$ cat src/lpcf_pkg.sv
// Shared constants and carrier types for the low-power clock and freeze control block.
package lpcf_pkg;
  // ---------------------------------------------------------------------------
  // Clock control register
  // ---------------------------------------------------------------------------
  // The register answers only to supervisor data space accesses.
  localparam logic [2:0] COCR_FC = 3'h5;
  localparam int MODE_MSB = 15;
  localparam int MODE_LSB = 14;
  localparam int TX_FLOAT_BIT = 13;
  localparam int RX_FLOAT_BIT = 12;
  localparam int BAUD_DIS_BIT = 11;
  localparam logic [10:0] COCR_RESERVED_ZERO = 11'h000;
  localparam logic [15:0] COCR_RESET = 16'h0000;
  // Drive mode encodings of the clock output.
  localparam logic [1:0] MODE_NORMAL = 2'h0;
  localparam logic [1:0] MODE_TWO_THIRDS = 2'h1;
  localparam logic [1:0] MODE_ONE_THIRD = 2'h2;
  localparam logic [1:0] MODE_OFF = 2'h3;

  // ---------------------------------------------------------------------------
  // Divider and recovery timing
  // ---------------------------------------------------------------------------
  localparam logic [10:0] BASE_DIV = 11'h002;
  localparam logic [10:0] PRESCALED_DIV = 11'h020;
  localparam logic [3:0] PRESCALE_LAST = 4'hF;
  localparam logic [3:0] HOLD_LAST = 4'hF;
  localparam logic [4:0] DIVIDER_RESET = 5'h00;

  // Low-power and freeze bits of the system control word.
  typedef struct packed {
    logic [4:0] core_divider_select;
    logic sleep_enable;
    logic divider_prescale_sixteen;
    logic recovery_reset_select;
    logic halt_watchdog_enable;
    logic halt_timer_two_enable;
    logic halt_timer_one_enable;
  } lpcf_scw_type;

  // Implemented bits 15 to 11 of the clock control register.
  typedef struct packed {
    logic [1:0] clock_out_drive_mode;
    logic tx_clock_pin_float;
    logic rx_clock_pin_float;
    logic baud_pin_disable;
  } lpcf_cocr_type;
endpackage

$ cat src/lpcf_div.sv
// Core clock divider that emits one tick per divided core clock period.
`timescale 1ns/1ns
module lpcf_div (
  input wire logic core_clk,
  input wire logic rst_b,
  input wire logic run_full,
  input wire logic [4:0] divider_select,
  input wire logic prescale_sixteen,
  output logic core_clk_tick
);
  typedef struct packed {
    logic [3:0] pre_cnt;
    logic [4:0] div_cnt;
    logic half;
    logic tick;
  } lpcf_div_state_type;

  lpcf_div_state_type q;
  lpcf_div_state_type d;

  // ---------------------------------------------------------------------------
  // Prescaler, programmable stage and final halving
  // ---------------------------------------------------------------------------
  // The chain is held cleared at full speed so every sleep starts from a known phase.
  always_comb begin
    logic pre_en;
    logic div_en;
    pre_en = 1'b0;
    div_en = 1'b0;
    d = q;
    if (run_full) begin
      d = '0;
      d.tick = 1'b1;
    end else begin
      pre_en = !prescale_sixteen || (q.pre_cnt == lpcf_pkg::PRESCALE_LAST);
      d.pre_cnt = prescale_sixteen ? q.pre_cnt + 4'h1 : 4'h0;
      div_en = pre_en && (q.div_cnt == divider_select);
      if (pre_en) begin
        d.div_cnt = div_en ? lpcf_pkg::DIVIDER_RESET : q.div_cnt + 5'h01;
      end
      if (div_en) begin
        d.half = !q.half;
      end
      d.tick = div_en && q.half;
    end
  end

  // State register.
  always_ff @(posedge core_clk or negedge rst_b) begin
    if (!rst_b) begin
      q <= '0;
    end else begin
      q <= d;
    end
  end

  assign core_clk_tick = q.tick;
endmodule

$ cat src/lpcf_system_clock_output.sv
// Clock output pin generator with a glitch-free drive mode change.
`timescale 1ns/1ns
module lpcf_system_clock_output (
  input wire logic core_clk,
  input wire logic rst_b,
  input wire logic [1:0] mode_request,
  output logic system_clock_output,
  output logic system_clock_output_oe_b,
  output logic [1:0] clock_out_drive_mode
);
  typedef struct packed {
    logic phase;
    logic [1:0] mode;
    logic pin;
    logic oe_b;
  } lpcf_system_clock_output_state_type;

  lpcf_system_clock_output_state_type q;
  lpcf_system_clock_output_state_type d;

  // ---------------------------------------------------------------------------
  // Mode update
  // ---------------------------------------------------------------------------
  // A new mode is taken only at an edge that ends a high phase, so the pin never spikes.
  always_comb begin
    d = q;
    d.phase = !q.phase;
    if (q.phase) begin
      d.mode = mode_request;
    end
    // The disabled output is not driven; the pullup holds the wire high.
    d.pin = (d.mode == lpcf_pkg::MODE_OFF) ? 1'b1 : d.phase;
    d.oe_b = (d.mode == lpcf_pkg::MODE_OFF);
  end

  // State register.
  always_ff @(posedge core_clk or negedge rst_b) begin
    if (!rst_b) begin
      q <= '0;
    end else begin
      q <= d;
    end
  end

  assign system_clock_output = q.pin;
  assign system_clock_output_oe_b = q.oe_b;
  assign clock_out_drive_mode = q.mode;
endmodule

$ cat src/lpcf_ctrl.sv
// Top of the low-power clock, clock control register and freeze control block.
`timescale 1ns/1ns
module lpcf_ctrl (
  input wire logic core_clk,
  input wire logic rst_b,
  input wire logic cocr_sel,
  input wire logic cocr_write,
  input wire logic [2:0] cocr_fc,
  input wire logic [15:0] cocr_wdata,
  output logic [15:0] cocr_rdata,
  output logic cocr_ack,
  input wire lpcf_pkg::lpcf_scw_type system_control_word,
  input wire logic stop_executed,
  input wire logic [15:0] interrupt_pending_word,
  input wire logic [15:0] interrupt_mask_word,
  input wire logic debug_halt_input,
  input wire logic dma_cycle_active,
  input wire logic dma_ack,
  input wire logic scc_tx_clock_out,
  input wire logic scc_tx_clock_drive,
  input wire logic scc_rx_clock_out,
  input wire logic scc_rx_clock_drive,
  input wire logic baud_generator_out,
  output logic core_clk_tick,
  output logic core_reset,
  output logic sleeping,
  output logic comms_freeze,
  output logic dma_hold,
  output logic dma_bus_release,
  output logic [2:0] timer_halt,
  output logic serial_tx_clock_pin,
  output logic serial_tx_clock_pin_oe_b,
  output logic serial_rx_clock_pin,
  output logic serial_rx_clock_pin_oe_b,
  output logic baud_generator_pin,
  output logic system_clock_output,
  output logic system_clock_output_oe_b,
  output logic [1:0] clock_out_drive_mode
);
  typedef enum logic [1:0] {LPCF_RUN, LPCF_SLEEP, LPCF_CORE_RESET} lpcf_lp_state_type;

  typedef struct packed {
    lpcf_lp_state_type lp;
    logic [3:0] hold_cnt;
    lpcf_pkg::lpcf_scw_type scw;
    lpcf_pkg::lpcf_cocr_type cocr;
    logic [15:0] rdata;
    logic ack;
    logic sleeping;
    logic core_reset;
    logic comms_freeze;
    logic dma_hold;
    logic dma_release;
    logic [2:0] timer_halt;
    logic tx_o;
    logic tx_oe_b;
    logic rx_o;
    logic rx_oe_b;
    logic baud_o;
  } lpcf_main_state_type;

  lpcf_main_state_type q;
  lpcf_main_state_type d;
  logic wake;
  logic access_ok;
  logic [2:0] halt_en;

  // Any pending source that software left unmasked wakes the core.
  function automatic logic lpcf_wake(input logic [15:0] pend, input logic [15:0] mask);
    lpcf_wake = |(pend & mask);
  endfunction

  // Core clock ratio in sleep for a given prescale and divider setting.
  function automatic logic [10:0] lpcf_ratio(input logic pre, input logic [4:0] sel);
    logic [10:0] base;
    base = pre ? lpcf_pkg::PRESCALED_DIV : lpcf_pkg::BASE_DIV;
    lpcf_ratio = base * ({6'h00, sel} + 11'h001);
  endfunction

  // ---------------------------------------------------------------------------
  // Next-state logic
  // ---------------------------------------------------------------------------
  // Pending and mask words are only read here, so halting cannot disturb them.
  assign wake = lpcf_wake(interrupt_pending_word, interrupt_mask_word);
  assign access_ok = cocr_sel && (cocr_fc == lpcf_pkg::COCR_FC);
  assign halt_en = {q.scw.halt_watchdog_enable, q.scw.halt_timer_two_enable,
                    q.scw.halt_timer_one_enable};

  // One process computes every field of lpcf_main_state_type; the divider and clock output keep their own registers.
  always_comb begin
    d = q;
    d.scw = system_control_word;
    case (q.lp)
      LPCF_RUN: begin
        if (stop_executed && q.scw.sleep_enable) begin
          d.lp = LPCF_SLEEP;
        end
      end
      LPCF_SLEEP: begin
        if (wake) begin
          if (q.scw.recovery_reset_select) begin
            d.lp = LPCF_CORE_RESET;
            d.hold_cnt = 4'h0;
          end else begin
            d.lp = LPCF_RUN;
          end
        end
      end
      LPCF_CORE_RESET: begin
        if (q.hold_cnt == lpcf_pkg::HOLD_LAST) begin
          d.lp = LPCF_RUN;
        end else begin
          d.hold_cnt = q.hold_cnt + 4'h1;
        end
      end
      default: begin
        d.lp = LPCF_RUN;
      end
    endcase
    d.sleeping = (d.lp == LPCF_SLEEP);
    // Only the core sees the reset; peripheral state stays untouched.
    d.core_reset = (d.lp == LPCF_CORE_RESET);

    // Halt takes effect one clock after the input is seen.
    d.comms_freeze = debug_halt_input;
    d.dma_hold = debug_halt_input;
    // The bus is given up only once a cycle in flight has been acknowledged.
    d.dma_release = debug_halt_input && (!dma_cycle_active || dma_ack);
    for (int i = 0; i < 3; i++) begin
      d.timer_halt[i] = debug_halt_input && halt_en[i];
    end

    // Pin control; a floated pin relies on an external pullup.
    d.tx_o = scc_tx_clock_out;
    d.tx_oe_b = q.cocr.tx_clock_pin_float || !scc_tx_clock_drive;
    d.rx_o = scc_rx_clock_out;
    d.rx_oe_b = q.cocr.rx_clock_pin_float || !scc_rx_clock_drive;
    // Forcing is registered with the pin, so toggling the bit cannot glitch the pin.
    d.baud_o = q.cocr.baud_pin_disable || baud_generator_out;

    // Register access: any other function code is ignored and not acknowledged.
    d.ack = access_ok;
    d.rdata = 16'h0000;
    if (access_ok) begin
      if (cocr_write) begin
        // Reserved bits are not stored, so stray ones never read back.
        d.cocr = lpcf_pkg::lpcf_cocr_type'(cocr_wdata[lpcf_pkg::MODE_MSB:
                                                      lpcf_pkg::BAUD_DIS_BIT]);
      end else begin
        d.rdata = {q.cocr, lpcf_pkg::COCR_RESERVED_ZERO};
      end
    end
  end

  // ---------------------------------------------------------------------------
  // State register
  // ---------------------------------------------------------------------------
  // Reset clears the register copy, the sampled control word and all pins.
  always_ff @(posedge core_clk or negedge rst_b) begin
    if (!rst_b) begin
      q <= '0;
    end else begin
      q <= d;
    end
  end

  assign cocr_rdata = q.rdata;
  assign cocr_ack = q.ack;
  assign sleeping = q.sleeping;
  assign core_reset = q.core_reset;
  assign comms_freeze = q.comms_freeze;
  assign dma_hold = q.dma_hold;
  assign dma_bus_release = q.dma_release;
  assign timer_halt = q.timer_halt;
  assign serial_tx_clock_pin = q.tx_o;
  assign serial_tx_clock_pin_oe_b = q.tx_oe_b;
  assign serial_rx_clock_pin = q.rx_o;
  assign serial_rx_clock_pin_oe_b = q.rx_oe_b;
  assign baud_generator_pin = q.baud_o;

  // ---------------------------------------------------------------------------
  // Submodules
  // ---------------------------------------------------------------------------
  // The divider runs at full rate unless the next state is sleep, keeping tick aligned.
  lpcf_div u_div (
    .core_clk(core_clk),
    .rst_b(rst_b),
    .run_full(d.lp != LPCF_SLEEP),
    .divider_select(q.scw.core_divider_select),
    .prescale_sixteen(q.scw.divider_prescale_sixteen),
    .core_clk_tick(core_clk_tick)
  );

  // Clock output pin and its drive mode.
  lpcf_system_clock_output u_system_clock_output (
    .core_clk(core_clk),
    .rst_b(rst_b),
    .mode_request(q.cocr.clock_out_drive_mode),
    .system_clock_output(system_clock_output),
    .system_clock_output_oe_b(system_clock_output_oe_b),
    .clock_out_drive_mode(clock_out_drive_mode)
  );

  // Helper: cycles since the last tick and whether the sleep setting stayed put.
  logic [10:0] gap_q;
  logic seen_q;
  logic [5:0] cfg_q;
  always_ff @(posedge core_clk or negedge rst_b) begin
    if (!rst_b) begin
      gap_q <= 11'h000;
      seen_q <= 1'b0;
      cfg_q <= 6'h00;
    end else begin
      gap_q <= core_clk_tick ? 11'h000 : gap_q + 11'h001;
      seen_q <= sleeping && ({q.scw.divider_prescale_sixteen, q.scw.core_divider_select}
                == cfg_q) && (core_clk_tick || seen_q);
      cfg_q <= {q.scw.divider_prescale_sixteen, q.scw.core_divider_select};
    end
  end
endmodule

$ cat config.mk
export PLATFORM = sky130hd
export DESIGN_NAME = lpcf_ctrl
export DESIGN_NICKNAME = d
export VERILOG_FILES = /design/src/lpcf_pkg.sv /design/src/lpcf_div.sv /design/src/lpcf_system_clock_output.sv /design/src/lpcf_ctrl.sv
export SDC_FILE = /design/constraint.sdc
export NUM_CORES = 1
export LEC_CHECK = 0
export BUFFER_PORTS_ARGS = -buffer_cell sky130_fd_sc_hd__buf_2
export CAP_MARGIN = 20
export CORE_ASPECT_RATIO = 1.75
export CORE_MARGIN = 4
export CORE_UTILIZATION = 35
export CTS_BUF_LIST = sky130_fd_sc_hd__clkbuf_4 sky130_fd_sc_hd__clkbuf_8
export CTS_CLUSTER_DIAMETER = 200
export DETAILED_ROUTE_END_ITERATION = 6
export PLACE_DENSITY = 0.62
export REMOVE_ABC_BUFFERS = 1
export SLEW_MARGIN = 20
export SYNTH_ARGS = -nofsm -noshare
export SYNTH_HDL_FRONTEND = slang
export SYNTH_HIERARCHICAL = 1
export SYNTH_SLANG_ARGS = --single-unit
$ cat constraint.sdc
create_clock -name core_clk -period 2.66 [get_ports core_clk]
set_clock_uncertainty 0.05 [all_clocks]
set_input_delay 0.266 -clock core_clk [delete_from_list [all_inputs] [get_ports core_clk]]
set_output_delay 0.266 -clock core_clk [all_outputs]
set_load 0.01 [all_outputs]
# After elaboration in Yosys (flattened, before gate mapping)
# Cells that the tools add are included.
[word_totals]
ram_bits = 0
memories = 0
ff_bits = 67
latch_bits = 0
output_inout_bits = 35
romBits = 0
input_bits = 75
wordCells = 93
[op_classes]
eq_ne = 13
mul = 0
bitwise = 1
div_mod_pow = 0
shifts = 0
n_mux = 17
order_cmp = 0
reduce_logical = 26
addsub = 3
[op_table]
columns = ["op", "n"]
rows = [
  ["$mux W16", 2],
  ["$and A16 B16 Y16", 1],
  ["$reduce_or A16 Y1", 1],
  ["$mux W4", 3],
  ["$mux W11", 1],
  ["$mux W5", 2],
  ["$add A4 B1 Y4 const B", 2],
  ["$eq A4 B4 Y1 const B", 2],
  ["$logic_and A1 B1 Y1", 8],
  ["$mux W2", 4],
  ["$pmux W4 S2", 1],
  ["$eq A2 B2 Y1 const B", 3],
  ["$logic_not A1 Y1", 6],
  ["$mux W6", 1],
  ["$ne A2 B2 Y1 const B", 3],
  ["$pmux W2 S3", 1],
  ["$reduce_bool A2 Y1", 3],
  ["$add A5 B1 Y5 const B", 1],
  ["$eq A5 B5 Y1", 1],
  ["$logic_or A1 B1 Y1", 5],
  ["$eq A2 B1 Y1 const B", 2],
  ["$reduce_and A4 Y1", 1],
  ["$eq A3 B3 Y1 const B", 1],
  ["$logic_not A2 Y1", 1],
  ["other kinds (3)", 4],
]

# Logic depth before layout (Yosys ltp)
# Gate-level depths: netlist of the first run.
[logic_depth]
depth_word = 6
ltp_mapped = 9

# Cells and area by module
# The synthesis of the first run kept the hierarchy.
[modules_own_cells]
columns = ["module", "n_inst", "cells_per_inst", "area_per_inst_um2"]
rows = [
  ["lpcf_ctrl", 1, 120, 1607.8],
  ["lpcf_div", 1, 53, 585.6],
  ["lpcf_system_clock_output", 1, 14, 186.4],
]

# Worst setup path before layout of the first run
# No wires, ideal clock.
[synth_timing]
path_kind = "input to register"
start = "input interrupt_pending_word[5]"
end = "register u_div/q[2] (netlist name)"
path_stages = 9
setup_time_ps = 144
t_required_ps = 2466
arrival_time_ps = 1842
n_path_buf = 1
setup_slack_ps = 624
path_cell_list = "a22o_1 a221oi_2 nand4_2 o31a_1 buf_6 nor2b_1 and2_1 or3_1 o21ai_0"
[synth_via]
elab_chain_cells = 6
word_cells_on_any_way = 7
classes_between = "eq/ne: 1; mux: 3; bitwise: 1; reduce/logical: 2"
[synth_rtl]
columns = ["item", "line_no", "text"]
rows = [
  ["start, declared", "lpcf_ctrl.sv:14", "input wire logic [15:0] interrupt_pending_word,"],
  ["$and A16 B16 Y16 (*)", "lpcf_ctrl.sv:70", "lpcf_wake = |(pend & mask);"],
  ["$reduce_or A16 Y1 (*)", "lpcf_ctrl.sv:70", ""],
  ["$mux W6 (*)", "lpcf_ctrl.sv:100", "if (wake) begin"],
  ["$pmux W2 S3 (*)", "lpcf_ctrl.sv:93", "case (q.lp)"],
  ["$ne A2 B1 Y1 (*)", "lpcf_ctrl.sv:188", ".run_full(d.lp != LPCF_SLEEP),"],
  ["$mux W11 / $reduce_bool A2 Y1 (equally long branches)", "--", ""],
  ["end signal, assigned", "lpcf_div.sv:51", "q <= '0;"],
  ["end signal, assigned", "lpcf_div.sv:53", "q <= d;"],
  ["end, declared", "lpcf_div.sv:18", "lpcf_div_state_type q;"],
]
# Mark *: on every way between the ends. The rest lies on a longest branch, timed or not. The select of a mux whose other input is x is not followed.
# A chain may end at the register's enable or synchronous reset.

# Final worst setup path of the first run
[layout_timing]
start = "register u_div/q[7] (netlist name)"
end = "register u_div/q[1] (netlist name)"
[layout_via]
elab_chain_cells = 4
[layout_rtl]
columns = ["item", "line_no", "text"]
rows = [
  ["$eq A4 B4 Y1", "lpcf_div.sv:35", "pre_en = !prescale_sixteen || (q.pre_cnt == lpcf_pkg::PRESCALE_LAST);"],
  ["$logic_or A1 B1 Y1", "lpcf_div.sv:35", ""],
  ["$logic_and A1 B1 Y1", "lpcf_div.sv:37", "div_en = pre_en && (q.div_cnt == divider_select);"],
  ["$reduce_bool A2 Y1 (no source line)", "--", ""],
]
# Every way passes these cells.

==> results of run 1 <==
==> power by group through the flow <==
stage	Clock, µW	Sequential (µW)	Combinational (µW)
final	464	1020	367
after global routing	529	1040	422
after CTS	495	1030	376
after detailed placement	0	1040	359
after global placement	0	1040	347
after floorplan	0	1050	198
==> logic make-up (layout without fill, tap and decap cells) <==
kind of cell	count (synthesis)	count (layout)	synth area share, %
muxes	9	9	4.36
and+or+nand+nor	50	50	11.7
DFF	56	56	58.9
adders and majority gates	3	3	1.58
xor gates and xnor gates	12	12	4.42
buffers and inverters	27	117	8.04
other	1	11	0.158
AOI/OAI and AO/OA	29	29	10.9
==> sequential cells by signal, indices dropped and copies added (netlist names), 2 cells and up <==
name,flops
u_system_clock_output/clock_out_drive_mode,2
halt_en,3
q,19
cocr_rdata,5
u_div/q,10
timer_halt,3
==> per-layer routing <==
metal	part of all wire (%)	GRT usage, %	wire [µm]	up-vias
met2	57	21.8	2650	48
li1	-	-	-	809
met3	4.8	2.14	225	9
met4	3.1	7.93	146	0
met1	35	12.5	1630	789
met5	0	0	0	-
==> per-stage QoR <==
stage               instances  hold WS [ns]
floorplan                 174       -0.0796
global placement          347         0.250
detailed placement        347         0.260
CTS                       369        0.0289
global route              369        0.0200
finish                    369        0.0474
==> cells in the mapped netlist (all sizes together) <==
master	n	area, µm²
nand2b	3	18.8
o21ai	3	15.0
or2	2	12.5
and4b	1	10.0
xnor2	8	70.1
nand3b	1	7.51
nor3	3	15.0
inv	4	15.0
xor2	4	35.0
buf	23	176
o41ai	1	8.76
nand2	8	30.0
or3	1	6.26
nand4	1	12.5
mux2	8	93.8
conb	1	3.75
nand3	7	35.0
nor2	7	26.3
nor2b	3	18.8
mux2i	1	10.0
o31a	1	8.76
dfrtp	56	1400
and2b	1	7.51
and4	1	8.76
a32oi	1	8.76
a211o	1	8.76
ha	3	37.5
a21boi	2	15.0
o31ai	2	15.0
and2	11	68.8
a2111oi	1	27.5
a21oi	4	20.0
a31oi	2	12.5
a22o	4	35.0
a21o	3	23.8
a221oi	4	60.1
==> timing repair <==
item / CTS / global route
hold buffers: 14 / 0
endpoints found under the hold margin: 38 / 0
setup buffers: 0 / 0
endpoints found under the setup margin: 0 / 0
==> cell type report <==
type / instances / area (µm²)
fill: 652 / 3550
sequential: 56 / 1400
multi-input combinational: 114 / 825
timing repair buffer: 105 / 606
tap: 82 / 103
clock buffer: 5 / 68.8
clock inverter: 3 / 22.5
inverter: 4 / 15.0
==> worst max-delay path by stage <==
stage	cells after the start	endpoint	slack [ns]
2_1_floorplan	8	u_div/q[2]$_DFFE_PN0P_	0.64
3_3_place_gp	9	u_div/q[2]$_DFFE_PN0P_	0.55
3_5_place_dp	9	u_div/q[2]$_DFFE_PN0P_	0.53
4_1_cts	4	u_div/q[1]$_DFFE_PN0P_	0.70
5_1_grt	4	u_div/q[1]$_DFFE_PN0P_	0.57
6_report	4	u_div/q[1]$_DFFE_PN0P_	0.71
==> key figures, run 1 <==
Final layout
  • Antenna cells: 0
  • Design Area, Final: 0.00304 mm²
  • Area grow syn2layout: 27.8%
  • Most frequent cells in the layout: buf_2 (87), dfrtp_1 (56), dlygate4sd3_1 (14)
  • Finished Core Util: 46.2%
  • Layout Nets: 364
  • Share of layout cells above drive strength 1: 40.4%
  • Most common cell after layout, fill and taps aside: buf_2

Yosys
  • Syn_area_per_cell: 12.7 µm²
  • Cells after Synth: 187
  • Sequential area share after synthesis: 58.9%
  • Post-synthesis sequential element count: 56
  • Distinct cells, synth: 40
  • Synth warn: 6
  • Netlist Area Pre-Place: 0.00238 mm²

Timing
  • Max Clk Rate: 513 MHz
  • Final setup fails: 0
  • Final worst slack: 0.713 ns
  • Fin Setup TNS: 0 ns
  • Final Hold Vio Count: 0
  • Relative slew slack: 59.8%
  • Tcrit/Tclk final: 73.2%
  • Fin crit period: 1.95 ns
  • RSZ-0062 raised after global routing: false
  • Max Slew Vio Count: 0
  • Worst-Margin Slew: 0.603 ns

Drt
  • Drt pass-1 iters: 4
  • Drt drc: 0
  • DR iter-0 viols: 31
  • Post-route ant nets: 0
  • WL/cell: 12.6 µm
  • Vias: 1655
  • Final WL: 4660 µm
  • Vias per cell: 4.49

Floorplanning
  • Die H: 117 µm
  • Row cnt: 39
  • Core Area: 0.00659 mm²
  • Initial Utilization: 36.1%
  • I/O Pins: 110
  • Chip width: 70.3 µm
  • Die ar.: 0.00823 mm²

Run status
  • Outcome: completed

Worst setup path
  • WP data required: 2.81 ns
  • Reg-to-reg endpoint: u_div/q[1]$_DFFE_PN0P_
  • Crit path max fanout: 7
  • Crit. End Element: register
  • Crit path kind: register to register
  • CP Launch Type: register
  • R2r startpoint: u_div/q[7]$_DFF_PN0_
  • CP max-delay cell: a2111oi_4
  • Crit path launch: u_div/q[7]$_DFF_PN0_
  • Crit path cell chain: ha_1, nand3_1, a2111oi_4, mux2_4
  • Buffer and inverter count on the worst path: 0
  • CP top delay family: compound AO/OA/AOI/OAI gates
  • Worst r2r path cells: 4
  • CP max stage delay: 0.64 ns
  • CP Data Arrival Time: 2.10 ns
  • R2r setup slk: 0.71 ns

Place
  • PortBufs: 87
  • Routability Congestion: 0.742
  • Final HPWL from detailed placement: 3720 µm
  • Placed cell area: 0.00281 mm²
  • Pre-CTS WS: 0.531 ns

Global route
  • Largest net degree at the start of global routing: 28
  • Gr ovfl total: 0
  • Vias in the first global route: 1722
  • First-pass GRT wire length: 7660 µm
  • Antenna violations before repair: 0
  • GRT Util Overall: 12.0%

Power
  • Switching pwr: 526 µW
  • Sw frac: 28.3%
  • Leak: 0.00153 µW
  • Clock share of power: 25.0%
  • Logic pwr share: 19.8%
  • Peak supply drop: 0.322 mV
  • Internal power: 1330 µW
  • Pwr Density: 610 mW/mm²
  • Reg power frac: 55.2%
  • Total power: 1860 µW

Clock network
  • Clk root buf: clkbuf_8
  • Clock-pin slew on the worst setup and hold paths: 0.10 ns
  • Clock tree sinks: 56
  • Htree depth: 2
  • CTS tree: yes
  • CTS buffer count: 5
  • Post-cts resize count: 0
  • Clk Latency, worst-skew pair: 0.31 ns
  • CTS max path bufs: 2

Min path
  • Hold depth: 1
  • Hold EP: dma_hold$_DFF_PN0_
  • Hold wc startpoint: debug_halt_input
  • Hold Path Class: input pin to register

Flow run
  • MaxCap Viol Count: 0
Power figures use the tool's default switching activity.
==> run 2: changes to the inputs <==
--- a/config.mk
+++ b/config.mk
@@ -13,7 +13,7 @@
 export CTS_BUF_LIST = sky130_fd_sc_hd__clkbuf_4 sky130_fd_sc_hd__clkbuf_8
 export CTS_CLUSTER_DIAMETER = 200
 export DETAILED_ROUTE_END_ITERATION = 6
-export PLACE_DENSITY = 0.62
+export PLACE_DENSITY = 0.64
 export REMOVE_ABC_BUFFERS = 1
 export SLEW_MARGIN = 20
 export SYNTH_ARGS = -nofsm -noshare
==> constraint.sdc (replaced) <==
create_clock -name core_clk -period 1.72 [get_ports core_clk]
set_clock_uncertainty 0.05 [all_clocks]
set_input_delay 0.172 -clock core_clk [delete_from_list [all_inputs] [get_ports core_clk]]
set_output_delay 0.172 -clock core_clk [all_outputs]
set_load 0.01 [all_outputs]
==> run 2 against run 1 <==
Effect of this change:
- utilization grew 2.6 points
- cell count grew 2.7%
- die area is the same
- largest power group unchanged
- largest cell class unchanged
- maximum frequency is 17% higher
- critical endpoint unchanged
- critical path depth is the same
- power rose by 60%
- count of clock-buffer cells in the layout is 2 higher
==> key figures, run 2 (synthesis gave the netlist of run 1 again) <==
Drt
  • Post-route ant nets: 0
  • WL/cell: 12.5 µm
  • Drt pass-1 iters: 4
  • Final WL: 4750 µm
  • Vias per cell: 4.41
  • Vias: 1670
  • DR iter-0 viols: 31
  • Drt drc: 0

Timing
  • Tcrit/Tclk final: 96.8%
  • Max Clk Rate: 601 MHz
  • Final setup fails: 0
  • RSZ-0062 raised after global routing: true
  • Fin Setup TNS: 0 ns
  • Max Slew Vio Count: 0
  • Final worst slack: 0.0558 ns
  • Fin crit period: 1.66 ns
  • Final Hold Vio Count: 0

Worst setup path
  • Crit path max fanout: 4
  • Buffer and inverter count on the worst path: 0
  • CP top delay family: flip-flops
  • CP Data Arrival Time: 1.81 ns
  • Crit. End Element: register
  • WP data required: 1.87 ns
  • CP max-delay cell: dfrtp_1
  • Crit path kind: register to register
  • Crit path cell chain: xnor2_1, nand3_1, a2111oi_4, mux2_4
  • CP Launch Type: register
  • R2r setup slk: 0.06 ns
  • CP max stage delay: 0.45 ns

Global route
  • Vias in the first global route: 1766
  • First-pass GRT wire length: 7950 µm
  • Met1 Resource Use GR: 13.0%
  • M2 GR Usage: 23.0%
  • Largest net degree at the start of global routing: 38
  • Gr ovfl total: 0
  • GRT Util Overall: 12.3%
  • Most Crowded Layer GR: met2
  • Antenna violations before repair: 0
  • M3 GR Usage: 2.56%

Power
  • Sw frac: 27.5%
  • Switching pwr: 816 µW
  • Reg power frac: 53.3%
  • Logic pwr share: 21.4%
  • Leak: 0.00159 µW
  • Clock share of power: 25.3%
  • Peak supply drop: 0.532 mV
  • Internal power: 2150 µW
  • Total power: 2970 µW
  • Pwr Density: 923 mW/mm²

Clock network
  • Clock-pin slew on the worst setup and hold paths: 0.09 ns
  • Clock tree sinks: 56
  • Clk Latency, worst-skew pair: 0.30 ns
  • Clk root buf: clkbuf_8
  • CTS buffer count: 5
  • CTS tree: yes
  • Htree depth: 2
  • CTS max path bufs: 2

Final layout
  • Most common cell after layout, fill and taps aside: buf_2
  • Layout Nets: 374
  • Finished Core Util: 48.8%
  • Filler Cell Count: 605
  • Antenna cells: 0
  • Register with the most flip-flops: q
  • Area grow syn2layout: 35.1%
  • Share of layout cells above drive strength 1: 44.1%
  • Most frequent cells in the layout: buf_2 (86), dfrtp_1 (56), dlygate4sd3_1 (18)
  • Max FFs per register: 19
  • Post-route insts no fill: 379

Run status
  • Outcome: completed

Floorplanning
  • Die ar.: 0.00823 mm²
  • Die H: 117 µm
  • Chip width: 70.3 µm
  • Initial Utilization: 36.1%
  • Row cnt: 39
  • I/O Pins: 110
  • Core Area: 0.00659 mm²

Place
  • Placed Cells: 350
  • Pre-CTS WS: -0.331 ns
  • Routability Congestion: 0.755
  • Final HPWL from detailed placement: 3680 µm
  • PortBufs: 87

Min path
  • Hold Path Class: input pin to register

Flow run
  • MaxCap Viol Count: 0
run 2: final cells by class:
type                    count  area, µm²  share of cell area (%)
multi-input cells         114        885                    27.5
inverters                   4       15.0                   0.467
flip-flops and latches     56       1400                    43.6
well taps                  82        103                    3.19
repair buffers            115        713                    22.2
clock inverters             1       7.51                   0.234
clock buffers               7       90.1                    2.80
run 2: power groups by stage:
stage          clock [µW]  sequential (µW)  combinational (µW)
3_5_place_dp            0             1610                 583
3_3_place_gp            0             1600                 571
2_1_floorplan           0             1620                 307
5_1_grt               833             1610                 729
6_report              752             1580                 635
4_1_cts               787             1580                 616
run 2: routing by layer:
metal / part of all wire, % / wire length [µm] / up-vias
li1: - / - / 828
met1: 34 / 1610 / 787
met2: 59 / 2810 / 47
met3: 4.5 / 214 / 8
met4: 2.6 / 122 / 0
met5: 0 / 0 / -
run 2: timing repair:
item                                    4_1_cts  5_1_grt
hold buffers                                 18        0
gates resized for setup                       0       15
setup buffers                                 0        3
endpoints found under the hold margin        36        0
endpoints found under the setup margin        0        7
run 2: per-stage QoR:
step | hold WS (ns) | cell area (µm²)
3_3_place_gp | 0.0840 | 2840
4_1_cts | 0.00705 | 3120
2_1_floorplan | -0.174 | 2240
3_5_place_dp | 0.0920 | 2840
6_report | 0.0125 | 3210
5_1_grt | 0.0223 | 3210
run 2: worst paths after layout:
check                                       start                            to  cells after the start
setup / recovery           u_div/q[4]$_DFFE_PN0P_        u_div/q[1]$_DFFE_PN0P_                      4
min in group asynchronous                   rst_b            dma_hold$_DFF_PN0_                      2
setup reg to reg           u_div/q[4]$_DFFE_PN0P_        u_div/q[1]$_DFFE_PN0P_                      4
hold reg to reg              halt_en[1]$_DFF_PN0_       timer_halt[1]$_DFF_PN0_                      1
hold / removal                 baud_generator_out  baud_generator_pin$_DFF_PN0_                      2
max in group asynchronous                   rst_b          core_reset$_DFF_PN0_                      3
run 2: worst register-to-register path, stage by stage (launching register included):
cell and delay (ns):
dfrtp_1 0.45, xnor2_1 0.17, nand3_1 0.13, a2111oi_4 0.43
mux2_4 0.33
